==> config.mk <==
export PLATFORM = sky130hd
export DESIGN_NAME = two_step_subrange_adc_sequencer
export DESIGN_NICKNAME = d
export VERILOG_FILES = /design/src/core/adc_seq_pkg.sv /design/src/core/two_step_subrange_adc_sequencer.sv
export VERILOG_INCLUDE_DIRS = /design/src /design/src/core
export SDC_FILE = /design/constraint.sdc
export NUM_CORES = 1
export LEC_CHECK = 0
export ABC_CLOCK_PERIOD_IN_PS = 4600
export BUFFER_PORTS_ARGS = -buffer_cell sky130_fd_sc_hd__buf_2
export CAP_MARGIN = 30
export CORE_ASPECT_RATIO = 0.7
export CORE_MARGIN = 2
export CORE_UTILIZATION = 39
export CTS_BUF_LIST = sky130_fd_sc_hd__clkbuf_16
export CTS_CLUSTER_DIAMETER = 80
export DETAILED_ROUTE_END_ITERATION = 7
export GPL_TIMING_DRIVEN = 0
export PLACE_DENSITY = 0.71
export SETUP_SLACK_MARGIN = 0.3
export SKIP_CTS_REPAIR_TIMING = 1
export SYNTH_ARGS = -nofsm -noshare
export SYNTH_HDL_FRONTEND = slang
export SYNTH_SLANG_ARGS = --single-unit
==> constraint.sdc <==
create_clock -name mclk_i -period 4.6 [get_ports mclk_i]
set_clock_uncertainty 0.2 [all_clocks]
set_input_delay 0.23 -clock mclk_i [delete_from_list [all_inputs] [get_ports mclk_i]]
set_output_delay 0.23 -clock mclk_i [all_outputs]
set_load 0.01 [all_outputs]
==> src/core/adc_seq_map.svh <==
// Function
// Route one of eight inputs through the multiplexer, convert by 8-bit successive approximation.
// Sample the selected channel during the first five machine cycles.
// Hold the sample for the rest of a roughly ten microsecond conversion.
// Offer single-shot and continuous conversion modes.
// Each finished conversion can raise the interrupt.
// Upper and lower internal references each take a 4-bit, 16-step code.
// Range register: low nibble lower reference, high nibble upper reference.
// Any range register write loads both references and starts a conversion; the code ignores a range write with wb_sel_i[0] low.
// Software may pick a new range before converting each channel.
// Ten-bit sequence begins with a coarse conversion over the full span.
// Coarse top bits locate the signal within the span.
// Then program the narrow range and convert again for the lower bits.
// Seven overlapping sub-ranges; even ones start half a range higher.
// Odd sub-range: fine result is taken unchanged as low eight bits.
// Even sub-range: add 80H, carry goes into the upper two bits.
// Coarse upper nibble indexes a table giving the fine range value.
// Table value bit 1 marks even; bits 3:2 give upper result bits.
// Wait for coarse end before narrowing; flag the result with a pulse.
`ifndef ADC_SEQ_MAP_SVH
`define ADC_SEQ_MAP_SVH

// ----------------------------------------
// Register offsets
// ----------------------------------------
`define REG_RANGE 8'h00
`define REG_CTRL 8'h04
`define REG_DATA 8'h08
`define REG_RESULT 8'h0c
`define REG_STATUS 8'h10
`define REG_MASK 8'h14

// ----------------------------------------
// Fields and reset values
// ----------------------------------------
`define CTRL_CH_MSB 2
`define CTRL_CH_LSB 0
`define CTRL_CONT 3
`define CTRL_START10 4
`define RANGE_UP_MSB 7
`define RANGE_UP_LSB 4
`define RANGE_LO_MSB 3
`define RANGE_LO_LSB 0
`define RANGE_RST 8'h00
`define RANGE_FULL 8'h00
`define ST_CONV 0
`define ST_TEN 1
`define FINE_EVEN_BIT 1
`define FINE_MSB_HI 3
`define FINE_MSB_LO 2
`define EVEN_OFFSET 9'h080
`define SAR_MSB_INIT 8'h80
`define SAR_LSB 8'h01
`define SAR_TOP 3'h7
`define SAMPLE_LAST 3'h4

// ----------------------------------------
// Sub-range table entries
// ----------------------------------------
`define SUB1 8'h40
`define SUB2 8'h62
`define SUB3 8'h84
`define SUB4 8'ha6
`define SUB5 8'hc8
`define SUB6 8'hea
`define SUB7 8'h0c

// ----------------------------------------
// Timing
// ----------------------------------------
`define CLK_MHZ 125
`define MC_NS 1000
`define TRIAL_NS 625
`define MC_CYC ((`MC_NS * `CLK_MHZ + 999) / 1000)
`define TRIAL_CYC ((`TRIAL_NS * `CLK_MHZ + 999) / 1000)

`endif

==> src/core/adc_seq_pkg.sv <==
package adc_seq_pkg;

    typedef logic [31:0] word_t;

    typedef enum logic [1:0] {
        CV_IDLE = 2'b00,
        CV_SAMPLE = 2'b01,
        CV_TRIAL = 2'b10
    } conv_state_t;

    typedef enum logic [1:0] {
        SQ_IDLE = 2'b00,
        SQ_COARSE = 2'b01,
        SQ_FINE = 2'b10
    } seq_state_t;

endpackage

==> src/core/two_step_subrange_adc_sequencer.sv <==
`timescale 1ns/1ps
`include "adc_seq_map.svh"

module two_step_subrange_adc_sequencer (
    input wire logic mclk_i,
    input wire logic srst_i,
    input wire logic wb_cyc_i,
    input wire logic wb_stb_i,
    input wire logic wb_we_i,
    input wire logic [7:0] wb_adr_i,
    input wire logic [3:0] wb_sel_i,
    input wire adc_seq_pkg::word_t wb_dat_i,
    output adc_seq_pkg::word_t wb_dat_o,
    output logic wb_ack_o,
    output logic irq_o,
    input wire logic cmp_i,
    output logic [2:0] mux_sel_o,
    output logic [3:0] upper_ref_o,
    output logic [3:0] lower_ref_o,
    output logic sample_o,
    output logic [7:0] sar_code_o,
    output logic busy_o,
    output logic [9:0] result10_o,
    output logic ten_done_o
);
    import adc_seq_pkg::*;

    // ----------------------------------------
    // Declarations and timing counts
    // ----------------------------------------
    localparam logic [7:0] MC_CYC = 8'(`MC_CYC);
    localparam logic [7:0] TRIAL_CYC = 8'(`TRIAL_CYC);
    logic ack_r;
    word_t dat_r;
    word_t rd_nxt;
    logic req;
    logic wr_fire;
    logic rd_fire;
    logic range_wr;
    logic ctrl_wr;
    logic mask_wr;
    logic status_rd;
    logic start10;
    logic [7:0] range_r;
    logic [2:0] chan_r;
    logic cont_r;
    logic [1:0] status_r;
    logic [1:0] status_nxt;
    logic [1:0] mask_r;
    logic irq_r;
    logic cmp_s1_r;
    logic cmp_s2_r;
    logic cmp_s3_r;
    logic cmp_r;
    conv_state_t conv_r;
    logic [7:0] div_r;
    logic [7:0] div_lim;
    logic tick;
    logic [2:0] bit_r;
    logic [7:0] sar_r;
    logic [7:0] sar_kept;
    logic [7:0] data_r;
    logic conv_done_r;
    logic sample_r;
    logic busy_r;
    logic [2:0] mux_r;
    logic start_conv;
    seq_state_t seq_r;
    logic seq_load;
    logic [7:0] seq_val;
    logic seq_fin;
    logic [7:0] fine_range_r;
    logic [8:0] fine_sum;
    logic [1:0] fine_msb;
    logic [9:0] res10_r;
    logic ten_done_r;

    // ----------------------------------------
    // Sub-range lookup
    // ----------------------------------------
    function automatic logic [7:0] sub_lut(input logic [3:0] nib);
        logic [7:0] val;
        val = `SUB1;
        case (nib)
            4'h0, 4'h1: val = `SUB1;
            4'h2, 4'h3: val = `SUB2;
            4'h4, 4'h5: val = `SUB3;
            4'h6, 4'h7: val = `SUB4;
            4'h8, 4'h9: val = `SUB5;
            4'ha, 4'hb: val = `SUB6;
            default: val = `SUB7;
        endcase
        return val;
    endfunction

    // ----------------------------------------
    // Wishbone decode
    // ----------------------------------------
    assign req = wb_cyc_i & wb_stb_i;
    assign wr_fire = req & wb_we_i & ack_r & wb_sel_i[0];
    assign rd_fire = req & ~wb_we_i & ack_r;
    assign range_wr = wr_fire & (wb_adr_i == `REG_RANGE);
    assign ctrl_wr = wr_fire & (wb_adr_i == `REG_CTRL);
    assign mask_wr = wr_fire & (wb_adr_i == `REG_MASK);
    assign status_rd = rd_fire & (wb_adr_i == `REG_STATUS);
    assign start10 = ctrl_wr & wb_dat_i[`CTRL_START10];

    always_ff @(posedge mclk_i) begin
        if (srst_i) begin
            ack_r <= 1'b0;
        end else begin
            ack_r <= req & ~ack_r;
        end
    end

    always_comb begin
        rd_nxt = '0;
        case (wb_adr_i)
            `REG_RANGE: rd_nxt[7:0] = range_r;
            `REG_CTRL: begin
                rd_nxt[`CTRL_CH_MSB:`CTRL_CH_LSB] = chan_r;
                rd_nxt[`CTRL_CONT] = cont_r;
                rd_nxt[`CTRL_START10] = (seq_r != SQ_IDLE);
            end
            `REG_DATA: rd_nxt[7:0] = data_r;
            `REG_RESULT: rd_nxt[9:0] = res10_r;
            `REG_STATUS: rd_nxt[1:0] = status_r;
            `REG_MASK: rd_nxt[1:0] = mask_r;
            default: rd_nxt = '0;
        endcase
    end

    always_ff @(posedge mclk_i) begin
        if (srst_i) begin
            dat_r <= '0;
        end else if (req & ~ack_r) begin
            dat_r <= rd_nxt;
        end
    end

    // ----------------------------------------
    // Control registers
    // ----------------------------------------
    always_ff @(posedge mclk_i) begin
        if (srst_i) begin
            chan_r <= '0;
            cont_r <= 1'b0;
        end else if (ctrl_wr) begin
            chan_r <= wb_dat_i[`CTRL_CH_MSB:`CTRL_CH_LSB];
            cont_r <= wb_dat_i[`CTRL_CONT];
        end
    end

    always_ff @(posedge mclk_i) begin
        if (srst_i) begin
            mask_r <= '0;
        end else if (mask_wr) begin
            mask_r <= wb_dat_i[1:0];
        end
    end

    // Bus write wins over the sequencer's own load
    always_ff @(posedge mclk_i) begin
        if (srst_i) begin
            range_r <= `RANGE_RST;
        end else if (range_wr) begin
            range_r <= wb_dat_i[7:0];
        end else if (seq_load) begin
            range_r <= seq_val;
        end
    end

    // ----------------------------------------
    // Comparator synchroniser
    // ----------------------------------------
    always_ff @(posedge mclk_i) begin
        if (srst_i) begin
            cmp_s1_r <= 1'b0;
            cmp_s2_r <= 1'b0;
            cmp_s3_r <= 1'b0;
            cmp_r <= 1'b0;
        end else begin
            cmp_s1_r <= cmp_i;
            cmp_s2_r <= cmp_s1_r;
            cmp_s3_r <= cmp_s2_r;
            if (cmp_s2_r == cmp_s3_r) begin
                cmp_r <= cmp_s3_r;
            end
        end
    end

    // ----------------------------------------
    // Conversion start and phase divider
    // ----------------------------------------
    assign start_conv = range_wr | seq_load | (conv_done_r & cont_r & (seq_r == SQ_IDLE));
    assign div_lim = (conv_r == CV_SAMPLE) ? MC_CYC : TRIAL_CYC;
    assign tick = (conv_r != CV_IDLE) & (div_r == div_lim - 8'h01);

    always_ff @(posedge mclk_i) begin
        if (srst_i) begin
            div_r <= '0;
        end else if (start_conv | tick | (conv_r == CV_IDLE)) begin
            div_r <= '0;
        end else begin
            div_r <= div_r + 8'h01;
        end
    end

    // ----------------------------------------
    // Successive approximation
    // ----------------------------------------
    // Trial bit stays only when the input lies at or above the trial level
    assign sar_kept = cmp_r ? sar_r : (sar_r & ~(`SAR_LSB << bit_r));

    always_ff @(posedge mclk_i) begin
        if (srst_i) begin
            conv_r <= CV_IDLE;
            bit_r <= '0;
            sar_r <= '0;
            data_r <= '0;
            conv_done_r <= 1'b0;
            sample_r <= 1'b0;
            busy_r <= 1'b0;
            mux_r <= '0;
        end else begin
            conv_done_r <= 1'b0;
            if (start_conv) begin
                conv_r <= CV_SAMPLE;
                bit_r <= '0;
                sar_r <= '0;
                sample_r <= 1'b1;
                busy_r <= 1'b1;
                mux_r <= ctrl_wr ? wb_dat_i[`CTRL_CH_MSB:`CTRL_CH_LSB] : chan_r;
            end else begin
                case (conv_r)
                    CV_SAMPLE: begin
                        if (tick) begin
                            if (bit_r == `SAMPLE_LAST) begin
                                conv_r <= CV_TRIAL;
                                sample_r <= 1'b0;
                                bit_r <= `SAR_TOP;
                                sar_r <= `SAR_MSB_INIT;
                            end else begin
                                bit_r <= bit_r + 3'h1;
                            end
                        end
                    end
                    CV_TRIAL: begin
                        if (tick) begin
                            if (bit_r == 3'h0) begin
                                conv_r <= CV_IDLE;
                                sar_r <= sar_kept;
                                data_r <= sar_kept;
                                conv_done_r <= 1'b1;
                                busy_r <= 1'b0;
                            end else begin
                                sar_r <= sar_kept | (`SAR_LSB << (bit_r - 3'h1));
                                bit_r <= bit_r - 3'h1;
                            end
                        end
                    end
                    default: begin
                        conv_r <= CV_IDLE;
                        busy_r <= 1'b0;
                    end
                endcase
            end
        end
    end

    // ----------------------------------------
    // Ten-bit sequencer
    // ----------------------------------------
    always_comb begin
        seq_load = 1'b0;
        seq_val = `RANGE_FULL;
        seq_fin = 1'b0;
        case (seq_r)
            SQ_IDLE: seq_load = start10 & ~range_wr;
            SQ_COARSE: begin
                if (conv_done_r & ~range_wr) begin
                    seq_load = 1'b1;
                    seq_val = sub_lut(data_r[7:4]);
                end
            end
            SQ_FINE: seq_fin = conv_done_r & ~range_wr;
            default: seq_load = 1'b0;
        endcase
    end

    assign fine_sum = {1'b0, data_r} + (`EVEN_OFFSET & {9{fine_range_r[`FINE_EVEN_BIT]}});
    assign fine_msb = fine_range_r[`FINE_MSB_HI:`FINE_MSB_LO] + {1'b0, fine_sum[8]};

    always_ff @(posedge mclk_i) begin
        if (srst_i) begin
            seq_r <= SQ_IDLE;
            fine_range_r <= `RANGE_FULL;
        end else if (range_wr) begin
            seq_r <= SQ_IDLE;
        end else begin
            case (seq_r)
                SQ_IDLE: begin
                    if (start10) begin
                        seq_r <= SQ_COARSE;
                    end
                end
                SQ_COARSE: begin
                    if (conv_done_r) begin
                        seq_r <= SQ_FINE;
                        fine_range_r <= seq_val;
                    end
                end
                SQ_FINE: begin
                    if (conv_done_r) begin
                        seq_r <= SQ_IDLE;
                    end
                end
                default: seq_r <= SQ_IDLE;
            endcase
        end
    end

    // Odd sub-range adds nothing, so the fine code passes unchanged
    always_ff @(posedge mclk_i) begin
        if (srst_i) begin
            res10_r <= '0;
            ten_done_r <= 1'b0;
        end else begin
            ten_done_r <= seq_fin;
            if (seq_fin) begin
                res10_r <= {fine_msb, fine_sum[7:0]};
            end
        end
    end

    // ----------------------------------------
    // Interrupt status
    // ----------------------------------------
    // New events win over the clearing read
    always_comb begin
        status_nxt = status_r & ~{2{status_rd}};
        status_nxt[`ST_CONV] = status_nxt[`ST_CONV] | conv_done_r;
        status_nxt[`ST_TEN] = status_nxt[`ST_TEN] | seq_fin;
    end

    always_ff @(posedge mclk_i) begin
        if (srst_i) begin
            status_r <= '0;
            irq_r <= 1'b0;
        end else begin
            status_r <= status_nxt;
            irq_r <= |(status_nxt & mask_r);
        end
    end

    // ----------------------------------------
    // Outputs
    // ----------------------------------------
    assign wb_ack_o = ack_r;
    assign wb_dat_o = dat_r;
    assign irq_o = irq_r;
    assign mux_sel_o = mux_r;
    assign upper_ref_o = range_r[`RANGE_UP_MSB:`RANGE_UP_LSB];
    assign lower_ref_o = range_r[`RANGE_LO_MSB:`RANGE_LO_LSB];
    assign sample_o = sample_r;
    assign sar_code_o = sar_r;
    assign busy_o = busy_r;
    assign result10_o = res10_r;
    assign ten_done_o = ten_done_r;

endmodule

==> flow_summary_export.csv <==
group,metric,value,unit
setup_path,r2r_slack,1.40,ns
power,power.internal,1.16,mW
cts,clkSlewWorstSetupHoldPaths,0.06,ns
yosys,yosys_warnings,0,
yosys,synth-seq-cells,88,
power,irDropWorstVdd,0.000164,V
route,initialDrtViolationCount,440,
route,wl,12500,um
sta,rsz0062_at_grt,"false",
cts,clock_sinks,88,
route,drc,0,
floorplanning,die_h,93.2,um
sta,fmax,312,MHz
setup_path,worstPathCellList,"inv_1, ha_1, and2b_2, nand2_1, a2111oi_4, mux2i_1, or2_1, ha_1, or2_2",
sta,holdWs,-0.0293,ns
yosys,yosysSeqAreaShare,0.397,
route,vias,4025,
grt,grt_pass1_vias,3759,
sta,timing.final.crit_share,0.697,
layout,post_route_cells_drive_above_1_share,0.216,
layout,final_area,5340,um2
setup_path,slowest_stage,"a2111oi_4",
layout,area_growth,20.3,%
setup_path,max_stage_delay,0.79,ns
yosys,synth_cell_types,66,
setup_path,required,4.64,ns
cts,cts_made_buffers,9,
yosys,synthCells,500,
yosys,synthFlopType,"dfxtp_1",
setup_path,critPathKind,"reg2reg",
grt,grt_usage,0.205,
route,avgRoutedWirePerCell,16.4,um
cts,clkLatencyLatePin,0.35,ns
floorplanning,design.portCount,116,
place,gp_congestion,0.937,
outcome,violations,"hold timing",
floorplanning,die-area,12300,um2
outcome,status,"finished, violations left",
yosys,synth-async-reset-ratio,0,
sta,tightest_slew,0.843,ns
cts,cts_tree,"built",
sta,finalHoldViolations,3,
yosys,avgSynthCellArea,8.87,um2
route,via_per_inst,5.30,
power,seq_power_share,0.502,
yosys,synth_edf_count,0,
place,port_buffers,65,
grt,grt_max_degree,14,
floorplanning,coreArea,11100,um2
setup_path,critical_path_buf_inv_count,1,
power,power.switching,0.369,mW
layout,nets,664,
grt,globalRouteOverflowTotal,0,
power,clockPowerShare,0.428,
floorplanning,die_x,131,um
floorplanning,start_util,0.401,
setup_path,crit_top_cell,"ha_1",
sta,relSlewSlack,0.438,
setup_path,critical_path_peak_fanout,9,
setup_path,crit_arrival,3.25,ns
place,dpl.cell_count,739,
power,p_leak,2.14,nW
place,hpwl,9420,um
layout,n_antenna_cell,0,
sta,setup_viol,0,
sta,finalSetupTns,0,ns
cts,clockRootBuffer,"clkbuf_16",
layout,final_cells,759,
sta,final.min_clock_period,3.20,ns
place,dpl_cell_area,5030,um2
cts,cts_buffer_depth,2,
power,powerDensity,287,nW/um2
power,swShare,0.241,
run,timing.max_cap.violations,0,
floorplanning,rows,32,
route,dr.pass1.iters,5,
power,p_comb_frac,0.070,
setup_path,cp-start-kind,"flop",
worst_hold_path,hold_class,"in2reg",
grt,antenna_found_initial,0,
setup_path,crit_family,"simple AND/OR/NAND/NOR gates",
yosys,synth_area,4440,um2
cts,ctsHtreeMaxLevel,3,
setup_path,endpoint_kind,"flop",
grt,grt_pass1_wl,19700,um
route,ant_nets,0,
sta,slew_violations,0,
cells by family (layout without fill, tap and decap cells):
kind of cell | count (synthesis) | in the layout | synth area share
and+or+nand+nor | 188 | 188 | 0.221
DFF | 88 | 88 | 0.397
xor gates and xnor gates | 7 | 7 | 0.0138
AOI/OAI and AO/OA | 107 | 107 | 0.163
muxes | 35 | 35 | 0.0880
buffers and inverters | 62 | 147 | 0.0829
adders and majority gates | 12 | 12 | 0.0338
other | 1 | 22 | 0.000845
metrics by stage:
stage	utilization	worst slack (ns)	power [mW]
floorplan	-	1.83	0.854
global placement	0.455	1.54	0.885
detailed placement	0.455	1.45	0.887
CTS	0.478	1.42	1.53
global route	0.483	1.18	1.58
finish	0.483	1.40	1.53
placed cells by master (no fill, tap or decap), types with 3 or more instances in the layout:
| cell type | count |
|---|---|
| dlygate4sd3_1 | 5 |
| a22o_1 | 3 |
| a31oi_1 | 4 |
| a211oi_1 | 9 |
| dfxtp_1 | 88 |
| nand2_1 | 32 |
| clkbuf_8 | 5 |
| a21boi_0 | 4 |
| inv_1 | 14 |
| buf_4 | 22 |
| nor2_1 | 67 |
| nand2b_1 | 4 |
| a22oi_1 | 9 |
| o21ai_0 | 22 |
| nor3_1 | 5 |
| clkbuf_1 | 19 |
| conb_1 | 22 |
| mux4_2 | 3 |
| buf_2 | 67 |
| ha_1 | 12 |
| nand4_1 | 6 |
| clkbuf_16 | 9 |
| mux2i_1 | 30 |
| nor4_1 | 3 |
| a21oi_1 | 33 |
| nor2b_1 | 12 |
| nand3_1 | 26 |
| and3_1 | 4 |
| xor2_1 | 5 |
| or2_2 | 5 |
cell usage after synthesis, drive strengths merged, types with 3 or more instances:
| master | n | area, um2 |
|---|---|---|
| or2 | 7 | 43.8 |
| nor4 | 3 | 18.8 |
| and3 | 4 | 25.0 |
| mux2i | 30 | 300 |
| nand4 | 7 | 58.8 |
| nand3 | 26 | 130 |
| a31oi | 4 | 25.0 |
| nor2 | 67 | 251 |
| mux4 | 3 | 67.6 |
| buf | 26 | 183 |
| nor2b | 12 | 75.1 |
| a21o | 3 | 23.8 |
| a21boi | 4 | 30.0 |
| a21oi | 33 | 165 |
| a211oi | 9 | 67.6 |
| ha | 12 | 150 |
| o21ai | 22 | 110 |
| nand2b | 4 | 25.0 |
| xor2 | 5 | 43.8 |
| nand2 | 32 | 120 |
| and4 | 3 | 27.5 |
| inv | 12 | 45.0 |
| a22oi | 9 | 67.6 |
| dfxtp | 88 | 1760 |
| nor3b | 3 | 33.8 |
| nor3 | 7 | 51.3 |
| clkbuf | 24 | 140 |
| a22o | 3 | 26.3 |
registers in the layout (all words and copies together), names as in the netlist, 2 cells and up, named ones only:
signal,count
fine_range_r,3
status_r,2
seq_r,2
chan_r,3
sar_code_o,8
div_r,8
result10_o,10
mux_sel_o,3
conv_r,2
wb_dat_o,10
range_r,8
mask_r,2
bit_r,3
data_r,8
worst register-to-register path, stage by stage (launching register included):
cell	delay, ns
dfxtp_1	0.38
inv_1	0.19
ha_1	0.23
and2b_2	0.21
nand2_1	0.09
a2111oi_4	0.79
mux2i_1	0.24
or2_1	0.28
ha_1	0.20
or2_2	0.28
cell type report:
class / instances / area [um2]
fillers: 1078 / 5710
multi-input cells: 371 / 2390
flip-flops and latches: 88 / 1760
repair buffers: 70 / 375
plain buffers: 50 / 323
clock buffers: 9 / 225
well taps: 153 / 191
inverters: 12 / 45.0
clock inverters: 6 / 30.0
power by group through the flow:
stage / Sequential, mW / Clock, mW / Combinational, mW
after floorplan: 0.785 / 0 / 0.0685
after global placement: 0.785 / 0 / 0.0999
after detailed placement: 0.786 / 0 / 0.101
after CTS: 0.768 / 0.664 / 0.102
after global routing: 0.768 / 0.694 / 0.117
final: 0.768 / 0.655 / 0.108
path summary, 6_finish.rpt:
kind                    startpoint                      end  cells after the start
max          bit_r[0]$_SDFFE_PP0P_                     flop                      9
min reg2reg    cmp_s1_r$_SDFF_PP0_      cmp_s2_r$_SDFF_PP0_                      1
min                    wb_dat_i[0]  range_r[0]$_SDFFE_PP0P_                      3
max reg2reg  bit_r[0]$_SDFFE_PP0P_                     flop                      9
metal layers:
layer | track usage | share of wire
met4 | 0.0589 | 0.017
met3 | 0.0596 | 0.081
met5 | 0 | 0
met1 | 0.285 | 0.48
met2 | 0.310 | 0.43
No activity file was read; power rests on OpenSTA's default activity.
